File: src/rtl/aecd_pkg.sv
// constants and types shared by the accelerometer event and tap logic
package aecd_pkg;
    // register offsets on the register port
    localparam logic [7:0] AECD_OFF_MOTION_SRC = 8'h31;
    localparam logic [7:0] AECD_OFF_MOTION_THS = 8'h32;
    localparam logic [7:0] AECD_OFF_MOTION_DUR = 8'h33;
    localparam logic [7:0] AECD_OFF_TAP_CFG = 8'h38;
    localparam logic [7:0] AECD_OFF_TAP_SRC = 8'h39;
    localparam logic [7:0] AECD_OFF_TAP_THS = 8'h3A;
    localparam logic [7:0] AECD_OFF_TAP_LEN = 8'h3B;
    localparam logic [7:0] AECD_OFF_TAP_DEAD = 8'h3C;
    localparam logic [7:0] AECD_OFF_TAP_WIN = 8'h3D;
    localparam logic [7:0] AECD_OFF_WAKE_THS = 8'h3E;
    localparam logic [7:0] AECD_OFF_WAKE_DUR = 8'h3F;
    // values after reset
    localparam logic [6:0] AECD_RST_7 = 7'h00;
    localparam logic [7:0] AECD_RST_8 = 8'h00;
    localparam logic [5:0] AECD_RST_6 = 6'h00;
    // motion source layout: bit 6 active, bits 5..0 zh zl yh yl xh xl
    localparam int AECD_MSRC_ACTIVE = 6;
    // tap source layout
    localparam int AECD_TSRC_ACTIVE = 6;
    localparam int AECD_TSRC_DOUBLE = 5;
    localparam int AECD_TSRC_SINGLE = 4;
    localparam int AECD_TSRC_SIGN = 3;
    // wake duration: (value + 1) * 8 samples
    localparam int AECD_WAKE_STEP = 8;
    localparam int AECD_WAKE_LSB_SHIFT = 4;
    // one accelerometer sample set
    typedef struct packed {
        logic signed [15:0] z;
        logic signed [15:0] y;
        logic signed [15:0] x;
    } aecd_accel_t;
    // interrupt 1 combination modes {and, orientation}
    typedef enum logic [1:0] {
        AECD_MODE_OR = 2'h0,
        AECD_MODE_MOVE = 2'h1,
        AECD_MODE_AND = 2'h2,
        AECD_MODE_POS = 2'h3
    } aecd_mode_t;
endpackage

File: src/rtl/aecd_tap_axis.sv
// single axis tap excursion detector
`timescale 1ns/100ps
`default_nettype none
module aecd_tap_axis (
    input wire logic ref_clk,
    input wire logic sys_rst,
    input wire logic sample_tick,
    input wire logic signed [15:0] sample,
    input wire logic [6:0] tap_limit_value,
    input wire logic [7:0] tap_length_value,
    output logic tap_pulse,
    output logic tap_neg
);
    import aecd_pkg::*;
    logic [7:0] hi_byte;
    logic [7:0] mag;
    logic over;
    logic in_exc_reg;
    logic [7:0] len_reg;

    // magnitude of the upper byte against the threshold
    assign hi_byte = sample[15:8];
    assign mag = hi_byte[7] ? 8'(-hi_byte) : hi_byte;
    assign over = mag > {1'b0, tap_limit_value};

    // track excursion length and report short ones when they end
    always_ff @(posedge ref_clk) begin
        if (sys_rst) begin
            in_exc_reg <= 1'b0;
            len_reg <= 8'h00;
            tap_pulse <= 1'b0;
            tap_neg <= 1'b0;
        end else begin
            tap_pulse <= 1'b0;
            if (sample_tick) begin
                if (over && !in_exc_reg) begin
                    in_exc_reg <= 1'b1;
                    len_reg <= 8'h00;
                    tap_neg <= sample[15];
                end else if (over) begin
                    if (len_reg != 8'hFF) begin
                        len_reg <= len_reg + 8'h01;
                    end
                end else if (in_exc_reg) begin
                    in_exc_reg <= 1'b0;
                    tap_pulse <= (len_reg <= tap_length_value);
                end
            end
        end
    end
endmodule
`default_nettype wire

File: src/rtl/aecd_wake.sv
// sleep-to-wake and return-to-sleep activity timer
`timescale 1ns/100ps
`default_nettype none
module aecd_wake (
    input wire logic ref_clk,
    input wire logic sys_rst,
    input wire logic sample_tick,
    input wire aecd_pkg::aecd_accel_t accel,
    input wire logic [6:0] wake_limit_value,
    input wire logic [7:0] wake_time_value,
    output logic sleeping
);
    import aecd_pkg::*;
    logic [2:0] act;
    logic [11:0] quiet_reg;
    logic [11:0] limit;

    // one threshold step is one 16 mg lsb group of the sample
    genvar i;
    generate
        for (i = 0; i < 3; i++) begin : g_ax
            logic signed [15:0] s;
            logic [15:0] m;
            assign s = accel[16*i +: 16];
            assign m = s[15] ? 16'(-s) : 16'(s);
            assign act[i] = (m >> AECD_WAKE_LSB_SHIFT) >
                {9'h000, wake_limit_value};
        end
    endgenerate

    // (value + 1) * 8 quiet samples send the block to sleep
    assign limit = 12'(({4'h0, wake_time_value} + 12'h001) *
        AECD_WAKE_STEP);

    always_ff @(posedge ref_clk) begin
        if (sys_rst) begin
            quiet_reg <= 12'h000;
            sleeping <= 1'b0;
        end else if (sample_tick) begin
            if (|act) begin
                quiet_reg <= 12'h000;
                sleeping <= 1'b0;
            end else if (quiet_reg + 12'h001 >= limit) begin
                sleeping <= 1'b1;
            end else begin
                quiet_reg <= quiet_reg + 12'h001;
            end
        end
    end
endmodule
`default_nettype wire

File: src/rtl/aecd_core.sv
// accelerometer motion event, tap and wake logic with its registers
//
// Contract
// - motion source active flag set by events
// - six per-axis high/low flags, zero at reset
// - source read clears flag, pin, frees latch
// - motion source register ignores writes
// - condition must persist the minimum time
// - per-axis double tap enables
// - per-axis single tap enables
// - tap source active flag set by taps
// - tap source shows double and single kind
// - tap source sign: one means negative
// - per-axis tap flags in tap source
// - tap threshold compared against acceleration
// - tap excursion no longer than limit
// - dead time after first tap
// - wake threshold in 16 mg steps
// - wake duration is (value+1)*8 samples
// - two-bit mode selects event combination
// - per-axis enable gates each motion event
`timescale 1ns/100ps
`default_nettype none
module aecd_core (
    input wire logic ref_clk,
    input wire logic sys_rst,
    input wire logic [7:0] reg_addr,
    input wire logic [7:0] reg_wdata,
    input wire logic reg_wr,
    input wire logic reg_rd,
    output logic [7:0] reg_rdata,
    output logic reg_rvalid,
    input wire logic sample_tick,
    input wire aecd_pkg::aecd_accel_t accel,
    input wire logic [5:0] axis_irq_en,
    input wire logic combine_and_select,
    input wire logic orientation_select,
    input wire logic latch_sel,
    output logic motion_irq_pin,
    output logic tap_irq_pin,
    output logic sleep_state
);
    import aecd_pkg::*;

    typedef enum {
        TAP_IDLE,
        TAP_DEAD,
        TAP_WIN
    } aecd_tap_state_t;

    logic [6:0] motion_limit_value_reg;
    logic [6:0] motion_min_time_value_reg;
    logic [5:0] tap_cfg_reg;
    logic [6:0] tap_limit_value_reg;
    logic [7:0] tap_length_value_reg;
    logic [7:0] tap_dead_value_reg;
    logic [7:0] tap_window_value_reg;
    logic [6:0] wake_limit_value_reg;
    logic [7:0] wake_time_value_reg;

    logic [5:0] cond;
    logic [5:0] en_cond;
    logic zone_hit;
    logic [6:0] dur_cnt_reg;
    logic filt_reg;
    logic filt_next;
    logic motion_evt;
    logic [5:0] axis_flags_reg;
    logic motion_active_reg;
    logic motion_active_next;
    logic rd_motion;
    logic rd_tap;
    aecd_mode_t mode;

    logic [2:0] tap_pulse;
    logic [2:0] tap_neg;
    logic [2:0] single_en;
    logic [2:0] double_en;
    logic [2:0] tap_hit;
    logic tap_any;
    logic single_evt;
    logic double_evt;
    aecd_tap_state_t tap_state_reg;
    logic [7:0] tap_cnt_reg;
    logic [6:0] tap_src_reg;
    logic tap_active_next;
    logic wake_sleep;

    assign rd_motion = reg_rd && (reg_addr == AECD_OFF_MOTION_SRC);
    assign rd_tap = reg_rd && (reg_addr == AECD_OFF_TAP_SRC);
    assign mode = aecd_mode_t'({combine_and_select, orientation_select});

    // software writable settings; source registers take no writes
    always_ff @(posedge ref_clk) begin
        if (sys_rst) begin
            motion_limit_value_reg <= AECD_RST_7;
            motion_min_time_value_reg <= AECD_RST_7;
            tap_cfg_reg <= AECD_RST_6;
            tap_limit_value_reg <= AECD_RST_7;
            tap_length_value_reg <= AECD_RST_8;
            tap_dead_value_reg <= AECD_RST_8;
            tap_window_value_reg <= AECD_RST_8;
            wake_limit_value_reg <= AECD_RST_7;
            wake_time_value_reg <= AECD_RST_8;
        end else if (reg_wr) begin
            case (reg_addr)
                AECD_OFF_MOTION_THS: motion_limit_value_reg <= reg_wdata[6:0];
                AECD_OFF_MOTION_DUR: begin
                    motion_min_time_value_reg <= reg_wdata[6:0];
                end
                AECD_OFF_TAP_CFG: tap_cfg_reg <= reg_wdata[5:0];
                AECD_OFF_TAP_THS: tap_limit_value_reg <= reg_wdata[6:0];
                AECD_OFF_TAP_LEN: tap_length_value_reg <= reg_wdata;
                AECD_OFF_TAP_DEAD: tap_dead_value_reg <= reg_wdata;
                AECD_OFF_TAP_WIN: tap_window_value_reg <= reg_wdata;
                AECD_OFF_WAKE_THS: wake_limit_value_reg <= reg_wdata[6:0];
                AECD_OFF_WAKE_DUR: wake_time_value_reg <= reg_wdata;
                default: begin
                end
            endcase
        end
    end

    // registered read data, unmapped offsets read zero
    always_ff @(posedge ref_clk) begin
        if (sys_rst) begin
            reg_rdata <= 8'h00;
            reg_rvalid <= 1'b0;
        end else begin
            reg_rvalid <= reg_rd;
            if (reg_rd) begin
                case (reg_addr)
                    AECD_OFF_MOTION_SRC: begin
                        reg_rdata <= {1'b0, motion_active_reg, axis_flags_reg};
                    end
                    AECD_OFF_MOTION_THS: begin
                        reg_rdata <= {1'b0, motion_limit_value_reg};
                    end
                    AECD_OFF_MOTION_DUR: begin
                        reg_rdata <= {1'b0, motion_min_time_value_reg};
                    end
                    AECD_OFF_TAP_CFG: reg_rdata <= {2'h0, tap_cfg_reg};
                    AECD_OFF_TAP_SRC: reg_rdata <= {1'b0, tap_src_reg};
                    AECD_OFF_TAP_THS: reg_rdata <= {1'b0, tap_limit_value_reg};
                    AECD_OFF_TAP_LEN: reg_rdata <= tap_length_value_reg;
                    AECD_OFF_TAP_DEAD: reg_rdata <= tap_dead_value_reg;
                    AECD_OFF_TAP_WIN: reg_rdata <= tap_window_value_reg;
                    AECD_OFF_WAKE_THS: begin
                        reg_rdata <= {1'b0, wake_limit_value_reg};
                    end
                    AECD_OFF_WAKE_DUR: reg_rdata <= wake_time_value_reg;
                    default: reg_rdata <= 8'h00;
                endcase
            end
        end
    end

    // per-axis high and low comparisons on the upper sample byte
    genvar i;
    generate
        for (i = 0; i < 3; i++) begin : g_motion
            logic signed [7:0] hb;
            logic signed [7:0] lim;
            assign hb = accel[16*i+8 +: 8];
            assign lim = {1'b0, motion_limit_value_reg};
            assign cond[2*i+1] = hb > lim;
            assign cond[2*i] = hb < -lim;
        end
    endgenerate

    assign en_cond = cond & axis_irq_en;

    // combine enabled conditions according to the selected mode
    always_comb begin
        case (mode)
            AECD_MODE_AND: zone_hit = (axis_irq_en != 6'h00) &&
                (en_cond == axis_irq_en);
            AECD_MODE_OR: zone_hit = |en_cond;
            AECD_MODE_MOVE: zone_hit = |en_cond;
            AECD_MODE_POS: zone_hit = |en_cond;
            default: zone_hit = 1'b0;
        endcase
    end

    // condition must persist for the minimum time before recognition
    assign filt_next = zone_hit &&
        (dur_cnt_reg >= motion_min_time_value_reg);

    always_ff @(posedge ref_clk) begin
        if (sys_rst) begin
            dur_cnt_reg <= 7'h00;
            filt_reg <= 1'b0;
        end else if (sample_tick) begin
            filt_reg <= filt_next;
            if (!zone_hit) begin
                dur_cnt_reg <= 7'h00;
            end else if (dur_cnt_reg < motion_min_time_value_reg) begin
                dur_cnt_reg <= dur_cnt_reg + 7'h01;
            end
        end
    end

    // movement mode fires on entry; other modes while recognised
    assign motion_evt = sample_tick && filt_next &&
        ((mode != AECD_MODE_MOVE) || !filt_reg);

    // active flag: the event wins over a clearing read
    assign motion_active_next = motion_evt ? 1'b1 :
        (rd_motion ? 1'b0 : motion_active_reg);

    always_ff @(posedge ref_clk) begin
        if (sys_rst) begin
            motion_active_reg <= 1'b0;
            motion_irq_pin <= 1'b0;
        end else begin
            motion_active_reg <= motion_active_next;
            motion_irq_pin <= motion_active_next;
        end
    end

    // per-axis flags: latched until read, otherwise live per sample
    always_ff @(posedge ref_clk) begin
        if (sys_rst) begin
            axis_flags_reg <= 6'h00;
        end else if (latch_sel) begin
            if (rd_motion) begin
                axis_flags_reg <= motion_evt ? en_cond : 6'h00;
            end else if (motion_evt) begin
                axis_flags_reg <= axis_flags_reg | en_cond;
            end
        end else if (sample_tick) begin
            axis_flags_reg <= en_cond;
        end
    end

    // tap excursion detectors, one per axis
    generate
        for (i = 0; i < 3; i++) begin : g_tap
            aecd_tap_axis u_tap (
                .ref_clk(ref_clk),
                .sys_rst(sys_rst),
                .sample_tick(sample_tick),
                .sample(accel[16*i +: 16]),
                .tap_limit_value(tap_limit_value_reg),
                .tap_length_value(tap_length_value_reg),
                .tap_pulse(tap_pulse[i]),
                .tap_neg(tap_neg[i])
            );
            assign single_en[i] = tap_cfg_reg[2*i];
            assign double_en[i] = tap_cfg_reg[2*i+1];
        end
    endgenerate

    assign tap_hit = tap_pulse & (single_en | double_en);
    assign tap_any = |tap_hit;
    assign single_evt = |(tap_pulse & single_en) &&
        (tap_state_reg != TAP_WIN);
    assign double_evt = |(tap_pulse & double_en) &&
        (tap_state_reg == TAP_WIN);

    // first tap, dead time, then second tap window
    always_ff @(posedge ref_clk) begin
        if (sys_rst) begin
            tap_state_reg <= TAP_IDLE;
            tap_cnt_reg <= 8'h00;
        end else begin
            case (tap_state_reg)
                TAP_IDLE: begin
                    if (tap_any) begin
                        tap_state_reg <= TAP_DEAD;
                        tap_cnt_reg <= 8'h00;
                    end
                end
                TAP_DEAD: begin
                    if (sample_tick) begin
                        if (tap_cnt_reg >= tap_dead_value_reg) begin
                            tap_state_reg <= TAP_WIN;
                            tap_cnt_reg <= 8'h00;
                        end else begin
                            tap_cnt_reg <= tap_cnt_reg + 8'h01;
                        end
                    end
                end
                TAP_WIN: begin
                    if (double_evt) begin
                        tap_state_reg <= TAP_IDLE;
                    end else if (sample_tick) begin
                        if (tap_cnt_reg >= tap_window_value_reg) begin
                            tap_state_reg <= TAP_IDLE;
                        end else begin
                            tap_cnt_reg <= tap_cnt_reg + 8'h01;
                        end
                    end
                end
                default: tap_state_reg <= TAP_IDLE;
            endcase
        end
    end

    // tap source active flag: a tap wins over a clearing read
    assign tap_active_next = (single_evt || double_evt) ? 1'b1 :
        (rd_tap ? 1'b0 : tap_src_reg[AECD_TSRC_ACTIVE]);

    // tap source: kind, sign and axes of the last reported tap
    always_ff @(posedge ref_clk) begin
        if (sys_rst) begin
            tap_src_reg <= 7'h00;
            tap_irq_pin <= 1'b0;
        end else begin
            tap_src_reg[AECD_TSRC_ACTIVE] <= tap_active_next;
            tap_irq_pin <= tap_active_next;
            if (single_evt || double_evt) begin
                tap_src_reg[AECD_TSRC_DOUBLE] <= double_evt;
                tap_src_reg[AECD_TSRC_SINGLE] <= single_evt;
                tap_src_reg[AECD_TSRC_SIGN] <= |(tap_neg & tap_hit);
                tap_src_reg[2:0] <= tap_hit;
            end
        end
    end

    // activity timer for sleep-to-wake decisions
    aecd_wake u_wake (
        .ref_clk(ref_clk),
        .sys_rst(sys_rst),
        .sample_tick(sample_tick),
        .accel(accel),
        .wake_limit_value(wake_limit_value_reg),
        .wake_time_value(wake_time_value_reg),
        .sleeping(wake_sleep)
    );

    always_ff @(posedge ref_clk) begin
        if (sys_rst) begin
            sleep_state <= 1'b0;
        end else begin
            sleep_state <= wake_sleep;
        end
    end
endmodule
`default_nettype wire

File: config.mk
export PLATFORM = sky130hd
export DESIGN_NAME = aecd_core
export DESIGN_NICKNAME = d
export VERILOG_FILES = /design/src/rtl/aecd_pkg.sv /design/src/rtl/aecd_tap_axis.sv /design/src/rtl/aecd_wake.sv /design/src/rtl/aecd_core.sv
export SDC_FILE = /design/constraint.sdc
export NUM_CORES = 1
export LEC_CHECK = 0
export BUFFER_PORTS_ARGS = -buffer_cell sky130_fd_sc_hd__buf_2
export CAP_MARGIN = 20
export CORE_MARGIN = 2
export CORE_UTILIZATION = 25
export CTS_CLUSTER_DIAMETER = 80
export CTS_CLUSTER_SIZE = 25
export DETAILED_ROUTE_END_ITERATION = 12
export GPL_TIMING_DRIVEN = 0
export PLACE_DENSITY = 0.42
export SLEW_MARGIN = 20
export SYNTH_ARGS = -nofsm -noshare
export SYNTH_HDL_FRONTEND = slang
export SYNTH_HIERARCHICAL = 1
export SYNTH_SLANG_ARGS = --single-unit
File: constraint.sdc
create_clock -name ref_clk -period 9.8 [get_ports ref_clk]
set_clock_uncertainty 0.2 [all_clocks]
set_input_delay 0.98 -clock ref_clk [delete_from_list [all_inputs] [get_ports ref_clk]]
set_output_delay 0.98 -clock ref_clk [all_outputs]
set_load 0.005 [all_outputs]
Word-level counts from Yosys, hierarchy flattened
Index checks and enable logic that the tools add are counted.

Flip-flop bits (word level): 184. Logic and storage cells: 233. Output and inout port bits: 12. Bits of input ports: 78.

Equal/unequal tests: 37. Order comparisons: 20. Bitwise logic cells: 11. Muxes and demuxes: 52. Reduce and logical (&&, ||, !) cells: 65. Add/sub/neg operators: 14.

Operators by type and width (count): $mux 32 (6); $mux 8 (18); $pmux 32 s3 (1); $eq 8x6->1 const B (11); $pmux 8 s11 (1); $mux 16 (3); $neg 16->16 (3); $reduce_and 2->1 (19); $gt 12x7->1 (3); $add 8x1->8 const B (4); $eq 32x1->1 const B (1); $eq 32x2->1 const B (1); $eq 32x3->1 const B (1); $logic_not 32->1 (1); $ne 32x3->1 const B (1); $mux 6 (5); $gt 8x7->1 (3); $gt 8x8->1 (3); $le 8x8->1 (3); $lt 8x8->1 (3); $mux 12 (2); $ne 8x8->1 const B (3); $neg 8->8 (3); $pmux 8 s3 (1); 36 further kinds (99).

Depth between registers and ports, before layout
Gate-level depths: netlist of the first run.

Depth in word-level cells: 12. Gate-level depth with buffers: 16. Gate-level depth less buffers: 16.

Cells and area by module
Netlist of the first run, hierarchy kept.

Modules (own cells, without submodules): aecd_core (cells each 809, instances 1, sequential area each 2162.1 um^2, area an instance 6950.4 um^2); aecd_tap_axis (cells each 155, instances 3, sequential area each 220.2 um^2, area an instance 1223.7 um^2); aecd_wake (cells each 282, instances 1, sequential area each 260.2 um^2, area an instance 2193.4 um^2).

Worst setup path before layout of the first run
Ideal clock, no wire load.

Path type: input to register. From: in accel[3] (netlist name). To: reg u_wake.quiet_reg[1]. Data required time: 9.544 ns. Library setup time: 0.056 ns. Cell stages on the path: 14. Data arrival time: 4.447 ns. Buffers on the path: 1. Slack: 5.097 ns. Cell sequence: or4_4 or4_2 o31ai_1 xnor2_1 ha_1 nand4_1 nor2_1 a21oi_1 a211oi_1 nand4_1 or3_4 or3_1 buf_6 a2bb2o_4.

Cells in the longest elaborated chain, start to end: 6. Elaborated cells on any way between the ends: 7. Classes of those cells: 1 x add/sub; 1 x order compare; 1 x eq/ne; 2 x mux; 2 x reduce/logical.

Ends and longest elaborated chain: start: declaration (RTL line aecd_core.sv:34) `input wire aecd_pkg::aecd_accel_t accel,`; $neg 16->16 (*) (RTL line aecd_wake.sv:25) `assign m = s[15] ? 16'(-s) : 16'(s);`; $mux 16 (*) (RTL line aecd_wake.sv:25); $gt 12x7->1 (*) (RTL line aecd_wake.sv:26) `assign act[i] = (m >> AECD_WAKE_LSB_SHIFT) >`; $reduce_or 3->1 (*) (RTL line aecd_wake.sv:40) `if (|act) begin`; $ne 2x1->1 (no line); $reduce_and 2->1 (no line); end signal: assignment (RTL line aecd_wake.sv:46) `quiet_reg <= quiet_reg + 12'h001;`; end: declaration (RTL line aecd_wake.sv:15) `logic [11:0] quiet_reg;`.

Every way passes the cells marked *; elsewhere a longest branch is shown, timed or not. A chain may end at the register's enable or synchronous reset.

Final worst setup path of the first run
Ends and elaborated chain as after synthesis.

==> flow_summary.yaml, run 1 <==
global_routing:
  grt_pass1_wl_um: 68000
  grt_pass1_vias: 11500
  antenna_found_initial: 6
  grt_max_degree: 37
  grt.total_usage: 0.166
  gr-total-overflow: 0
yosys:
  yosysUniqueCellTypes: 95
  synth_async_sr_flop_share: 0
  ys_seq_area_frac: 0.241
  netlist_area_mm2: 0.0128
  syn_area_per_cell_um2: 8.24
  ys_warn_count: 6
  synth-edff-count: 0
  syn_nets: 1787
  synth-main-ff-cell: "dfxtp_1"
  synth-seq-cells: 154
  synth_cells: 1556
clocking:
  clkTransAtPathRegs_ns: 0.07
  worstSkewPairLatency_ns: 0.45
  root_buffer: "clkbuf_16"
  cts-htree-levels: 4
  cts_tree: "yes"
  cts.sinks: 154
  clockBufferDepth: 2
  post_cts_resized: 0
  numCtsBuffers: 17
  cts_hold_buffers: 0
  cts_setup_buffers: 0
floorplan:
  rows: 82
  num_io_pins: 90
  die_h_um: 230
  core_area_mm2: 0.0504
  die_area_mm2: 0.0531
  initial_utilization: 0.254
  die_w_um: 230
sta:
  finalCritPeriodShare: 0.507
  fmax_mhz: 201
  fin_crit_ns: 4.97
  rsz0062_at_grt: "false"
  setup_viol: 0
  maxSlewViolCount: 0
  relSlewSlack: 0.376
  totalNegativeSetupSlack_ns: 0
  worstMarginPinSlew_ns: 0.936
  hold_viol: 0
drt:
  ant_nets: 0
  wirelength_um: 44000
  vias: 11900
  routed_via_density: 5.07
  drcViolationCount: 0
  route.detailed.wl_per_inst_um: 18.8
  drt-initial-drc-count: 703
  drtPass1Iterations: 5
final_layout:
  fin_cells: 2342
  drive_gt1_frac: 0.125
  largest_register_ffs: 24
  multi_input_area_mm2: 0.00899
  nets: 1887
  layout_commonest_cell: "dfxtp_1"
  syn_to_final_growth_pct: 14.1
  final_cell_mix: "dfxtp_1 (154), ha_1 (153), inv_1 (132)"
  regArea_mm2: 0.00308
  nFillCells: 5424
critical_path:
  critPathMaxStageDelay_ns: 0.64
  crit_family: "simple AND/OR/NAND/NOR gates"
  startpoint_type: "input port"
  criticalPathCategory: "input port to register"
  cp_slowest_cell: "o41ai_1"
  critPathRequiredTime_ns: 9.99
  path_cells: "buf_2, or4_4, or4_2, o31ai_1, xnor2_1, ha_1, nand4_1, nor2_1, a21oi_1, a211oi_1, nand4_1, o41ai_1, nor2b_1, a2bb2o_4"
  r2r_cells: 16
  cp_max_fo: 5
  r2r-end: "u_wake/quiet_reg[1]"
  timing.critical_path.buf_inv: 1
  end_kind: "register"
  worstSetupStartpoint: "accel[3]"
  rr_startpoint: "u_wake/quiet_reg[0]"
  cpMostUsedCell: "nand4_1"
  rrSetupSlack_ns: 5.54
  cp_data_arrival_time_ns: 5.16
place:
  numPortBuffers: 81
  dp.cells: 2309
  gp_congestion: 0.872
  dp.final_hpwl_um: 34700
min_path:
  min_to: "u_wake/sleeping"
  worstHoldPathCells: 2
  min_from: "u_wake/sleeping"
  hp-class: "register to register"
run_status:
  status: "finished, final reports clean"
power_and_ir_drop:
  power_density_mw_per_mm2: 107
  leakage_nw: 5.84
  vdd_drop_max_mv: 0.116
flow_run:
  drv_cap: 0
stage by stage:
stage	utilization	power, mW	setup WS, ns	hold WS (ns)	instance area (um2)
2_1_floorplan	-	0.831	5.10	0.221	12800
3_3_place_gp	0.279	0.930	4.40	0.230	14100
3_5_place_dp	0.279	0.933	4.47	0.237	14100
4_1_cts	0.290	1.58	4.90	0.248	14600
5_1_grt	0.290	1.64	4.60	0.268	14600
6_report	0.290	1.56	4.83	0.251	14600
synthesized netlist by cell type (8+ instances only):
library cell  instances  area [um2]
mux2i_1              82         821
nand2b_1             29         181
o21a_1                9        67.6
a22oi_1               9        67.6
xor2_1               16         140
ha_1                153        1910
nand3_1              61         305
nand2_1             120         450
nor2b_1              27         169
o211ai_1             22         165
xnor2_1              42         368
a21oi_1              97         485
nor3_1               23         115
a21o_1               14         105
a31oi_1              11        68.8
clkbuf_1             44         165
or4_1                13        97.6
and3_1               27         169
dfxtp_1             154        3080
or3_4                 8        90.1
o21ai_0              60         300
mux2_2                9         101
a22o_1                9        78.8
nor2_1              121         454
inv_1               132         495
nand4_1              36         225
o2bb2ai_1             8        70.1
a211o_1              11        96.3
o31ai_1              11        82.6
a211oi_1             13        97.6
where the power goes:
part	internal, mW	switching (mW)	leakage, nW	total (mW)
Sequential	0.632	0.00640	1.24	0.638
Clock	0.333	0.310	0.264	0.643
Combinational	0.102	0.179	4.33	0.281
per-layer routing:
layer  wire, um  GRT usage  vias up
li1           -          -     5904
met4        962     0.0456        8
met3       2200     0.0289       58
met2      19500      0.264      308
met5         49          0        -
met1      21200      0.229     5599
cells by family after synthesis:
family | count (synthesis) | share of synthesized area
AO/OA/AOI/OAI | 378 | 0.214
XOR/XNOR | 58 | 0.0396
adder cells (fa/ha/maj) | 153 | 0.149
buffers and inverters | 191 | 0.0580
flip-flops | 154 | 0.241
multiplexers | 95 | 0.0790
AND/OR/NAND/NOR | 527 | 0.220
final cells by class:
cell class,instances,area share
Buffer,52,0.0152
Sequential cell,154,0.211
Inverter,139,0.0357
Clock buffer,17,0.0291
Tap cell,672,0.0575
Multi-Input combinational cell,1211,0.615
Timing Repair Buffer,81,0.0277
Antenna cell,2,0.000342
Clock inverter,14,0.00865
worst min-delay path, cell delays in order, from the launching register on:
cell and delay (ns):
dfxtp_1 0.31, inv_1 0.05, a21oi_1 0.05
worst max-delay path by stage:
stage | to | slack, ns | cells past startpoint
floorplan | u_wake/quiet_reg[1] | 5.10 | 14
global placement | u_wake/quiet_reg[1] | 4.40 | 14
detailed placement | u_wake/quiet_reg[1] | 4.47 | 14
CTS | u_wake/quiet_reg[1] | 4.90 | 14
global route | u_wake/quiet_reg[3] | 4.60 | 14
finish | u_wake/quiet_reg[1] | 4.83 | 14
Note: power is estimated with default switching activity, not from simulation.
==> run 2: changes to the inputs <==
PLACE_DENSITY = 0.43   (was 0.42)
clock period = 4.2 ns   (was 9.8 ns; I/O delays follow)
==> run 2 against run 1 <==
Die area stayed put. Design area up 0.50%. Worst hold slack worse by 0.18 ns. Global-route usage down 0.072 points. Utilization grew 0.15 points. Via count increased by 0.48%. Critical path depth increased by 2. Combinational power rose by 130%. Sequential share of layout area fell by 0.097 points. Register-to-register slack got worse by 5.3 ns. Worst setup slack worse by 4.6 ns.
==> flow_summary.yaml, run 2 (synthesized netlist as in run 1, its figures left out) <==
global_routing:
  grt_pass1_vias: 11800
  grt.total_usage: 0.165
  gr-total-overflow: 0
  grt_pass1_wl_um: 68200
  antenna_found_initial: 4
  grt_max_degree: 37
sta:
  hold_viol: 0
  fmax_mhz: 249
  worstMarginPinSlew_ns: 0.937
  setup_viol: 0
  maxSlewViolCount: 0
  fin_crit_ns: 4.01
  relSlewSlack: 0.376
  finalCritPeriodShare: 0.956
  totalNegativeSetupSlack_ns: 0
clocking:
  clkTransAtPathRegs_ns: 0.07
  cts_tree: "yes"
  clockBufferDepth: 2
  root_buffer: "clkbuf_16"
  cts.sinks: 154
  cts-htree-levels: 4
  worstSkewPairLatency_ns: 0.44
  numCtsBuffers: 17
power_and_ir_drop:
  leakage_nw: 5.88
  power_frac_comb: 0.180
  vdd_drop_max_mv: 0.248
  seqPwrFrac: 0.407
  power_density_mw_per_mm2: 249
  clock_power_share: 0.413
  p_sw_mw: 1.14
  p_int_mw: 2.52
  swShare: 0.311
drt:
  vias: 11900
  ant_nets: 0
  wirelength_um: 44300
  drtPass1Iterations: 4
  routed_via_density: 5.09
  drt-initial-drc-count: 786
  drcViolationCount: 0
  route.detailed.wl_per_inst_um: 18.9
final_layout:
  syn_to_final_growth_pct: 14.6
  largest_register_ffs: 24
  drive_gt1_frac: 0.131
  nFillCells: 5426
  nets: 1892
  final_cell_mix: "ha_1 (153), dfxtp_1 (153), inv_1 (132)"
  final_core_util: 0.292
  fin_cells: 2346
  n_antenna_cell: 0
min_path:
  min_to: "tap_window_value_reg[7]"
  worstHoldPathCells: 3
  hp-class: "input port to register"
  min_from: "reg_wdata[7]"
flow_run:
  drv_cap: 0
floorplan:
  die_area_mm2: 0.0531
  die_h_um: 230
  core_area_mm2: 0.0504
  initial_utilization: 0.254
  num_io_pins: 90
  rows: 82
  die_w_um: 230
critical_path:
  end_kind: "register"
  rr_startpoint: "u_wake/quiet_reg[0]"
  critPathRequiredTime_ns: 4.39
  cp_data_arrival_time_ns: 4.20
  path_cells: "buf_2, or4_1, or2_2, o31ai_1, xnor2_1, ha_1, a21o_1, a21oi_1, o221ai_1, a21oi_1, nand4_1, buf_4, or3_4, or3_1, buf_6, a2bb2o_4"
  cp_max_fo: 9
  criticalPathCategory: "input port to register"
  r2r_cells: 16
  cp_slowest_cell: "or4_1"
  cpMostUsedCell: "a21oi_1"
  critPathMaxStageDelay_ns: 0.54
  rrSetupSlack_ns: 0.25
  crit_family: "simple AND/OR/NAND/NOR gates"
  timing.critical_path.buf_inv: 3
  startpoint_type: "input port"
  r2r-end: "u_wake/quiet_reg[1]"
run_status:
  status: "finished, final reports clean"
place:
  dp.final_hpwl_um: 34600
  dp.cells: 2309
  gp_congestion: 0.863
  numPortBuffers: 81
==> run 2: cell count changes in the layout (fill, tap and decap cells not counted), sizes merged <==
cell	change
diode	-2
buf	+5
clkbuf	+3
inv	-5
clkinv	+5
clkinvlp	-2
==> run 2: routing by layer <==
layer  vias up  share of wire  GRT usage  wire (um)
li1       5919              -          -          -
met1      5754           0.49      0.228      21800
met2       216           0.46      0.275      20300
met3        37          0.036     0.0203       1600
met4         8          0.012     0.0339        533
met5         -         0.0013          0         56
==> run 2: power groups by stage <==
stage / sequential [mW] / clock [mW] / combinational [mW]
floorplan: 1.52 / 0 / 0.422
global placement: 1.52 / 0 / 0.645
detailed placement: 1.52 / 0 / 0.654
CTS: 1.49 / 1.55 / 0.657
global route: 1.49 / 1.61 / 0.728
finish: 1.49 / 1.51 / 0.658
==> run 2: per-stage QoR <==
step	worst slack, ns	hold slack (ns)	total power [mW]	instance area [um2]
after CTS	0.00371	0.0611	3.70	14600
after detailed placement	-0.562	0.244	2.18	14100
final	0.187	0.0707	3.66	14700
after global placement	-0.596	0.235	2.17	14100
after global routing	-0.00986	0.115	3.83	14700
after floorplan	0.0566	0.221	1.94	12800
==> run 2: worst max path at each step <==
| stage | from | end | cells past startpoint |
|---|---|---|---|
| floorplan | accel[3] | u_wake/quiet_reg[1] | 14 |
| global placement | accel[3] | u_wake/quiet_reg[1] | 14 |
| detailed placement | accel[3] | u_wake/quiet_reg[1] | 14 |
| CTS | motion_limit_value_reg[0] | dur_cnt_reg[6] | 14 |
| global route | u_wake/quiet_reg[0] | u_wake/quiet_reg[1] | 15 |
| finish | accel[19] | u_wake/quiet_reg[1] | 16 |
==> run 2: cell type report <==
class	instances	area, um2	area share
multi-input cells	1211	9010	0.614
flip-flops and latches	154	3080	0.210
well taps	672	841	0.0572
inverters	139	522	0.0355
clock buffers	20	457	0.0311
repair buffers	86	443	0.0301
plain buffers	52	221	0.0151
clock inverters	12	109	0.00741
==> run 2: what timing repair did <==
action / CTS / global route
setup buffers: 1 / 4
hold buffers: 0 / 0
setup endpoints to repair: 9 / 24
resized for setup: 2 / 6
cloned: 0 / 0
pin swaps: 1 / 1
==> run 2: tightest hold or removal path: cells and delay by family <==
family | cells | cell delay, ns
AND/OR/NAND/NOR | 1 | 0.06
buffers and inverters | 1 | 0.13
AO/OA/AOI/OAI | 1 | 0.05
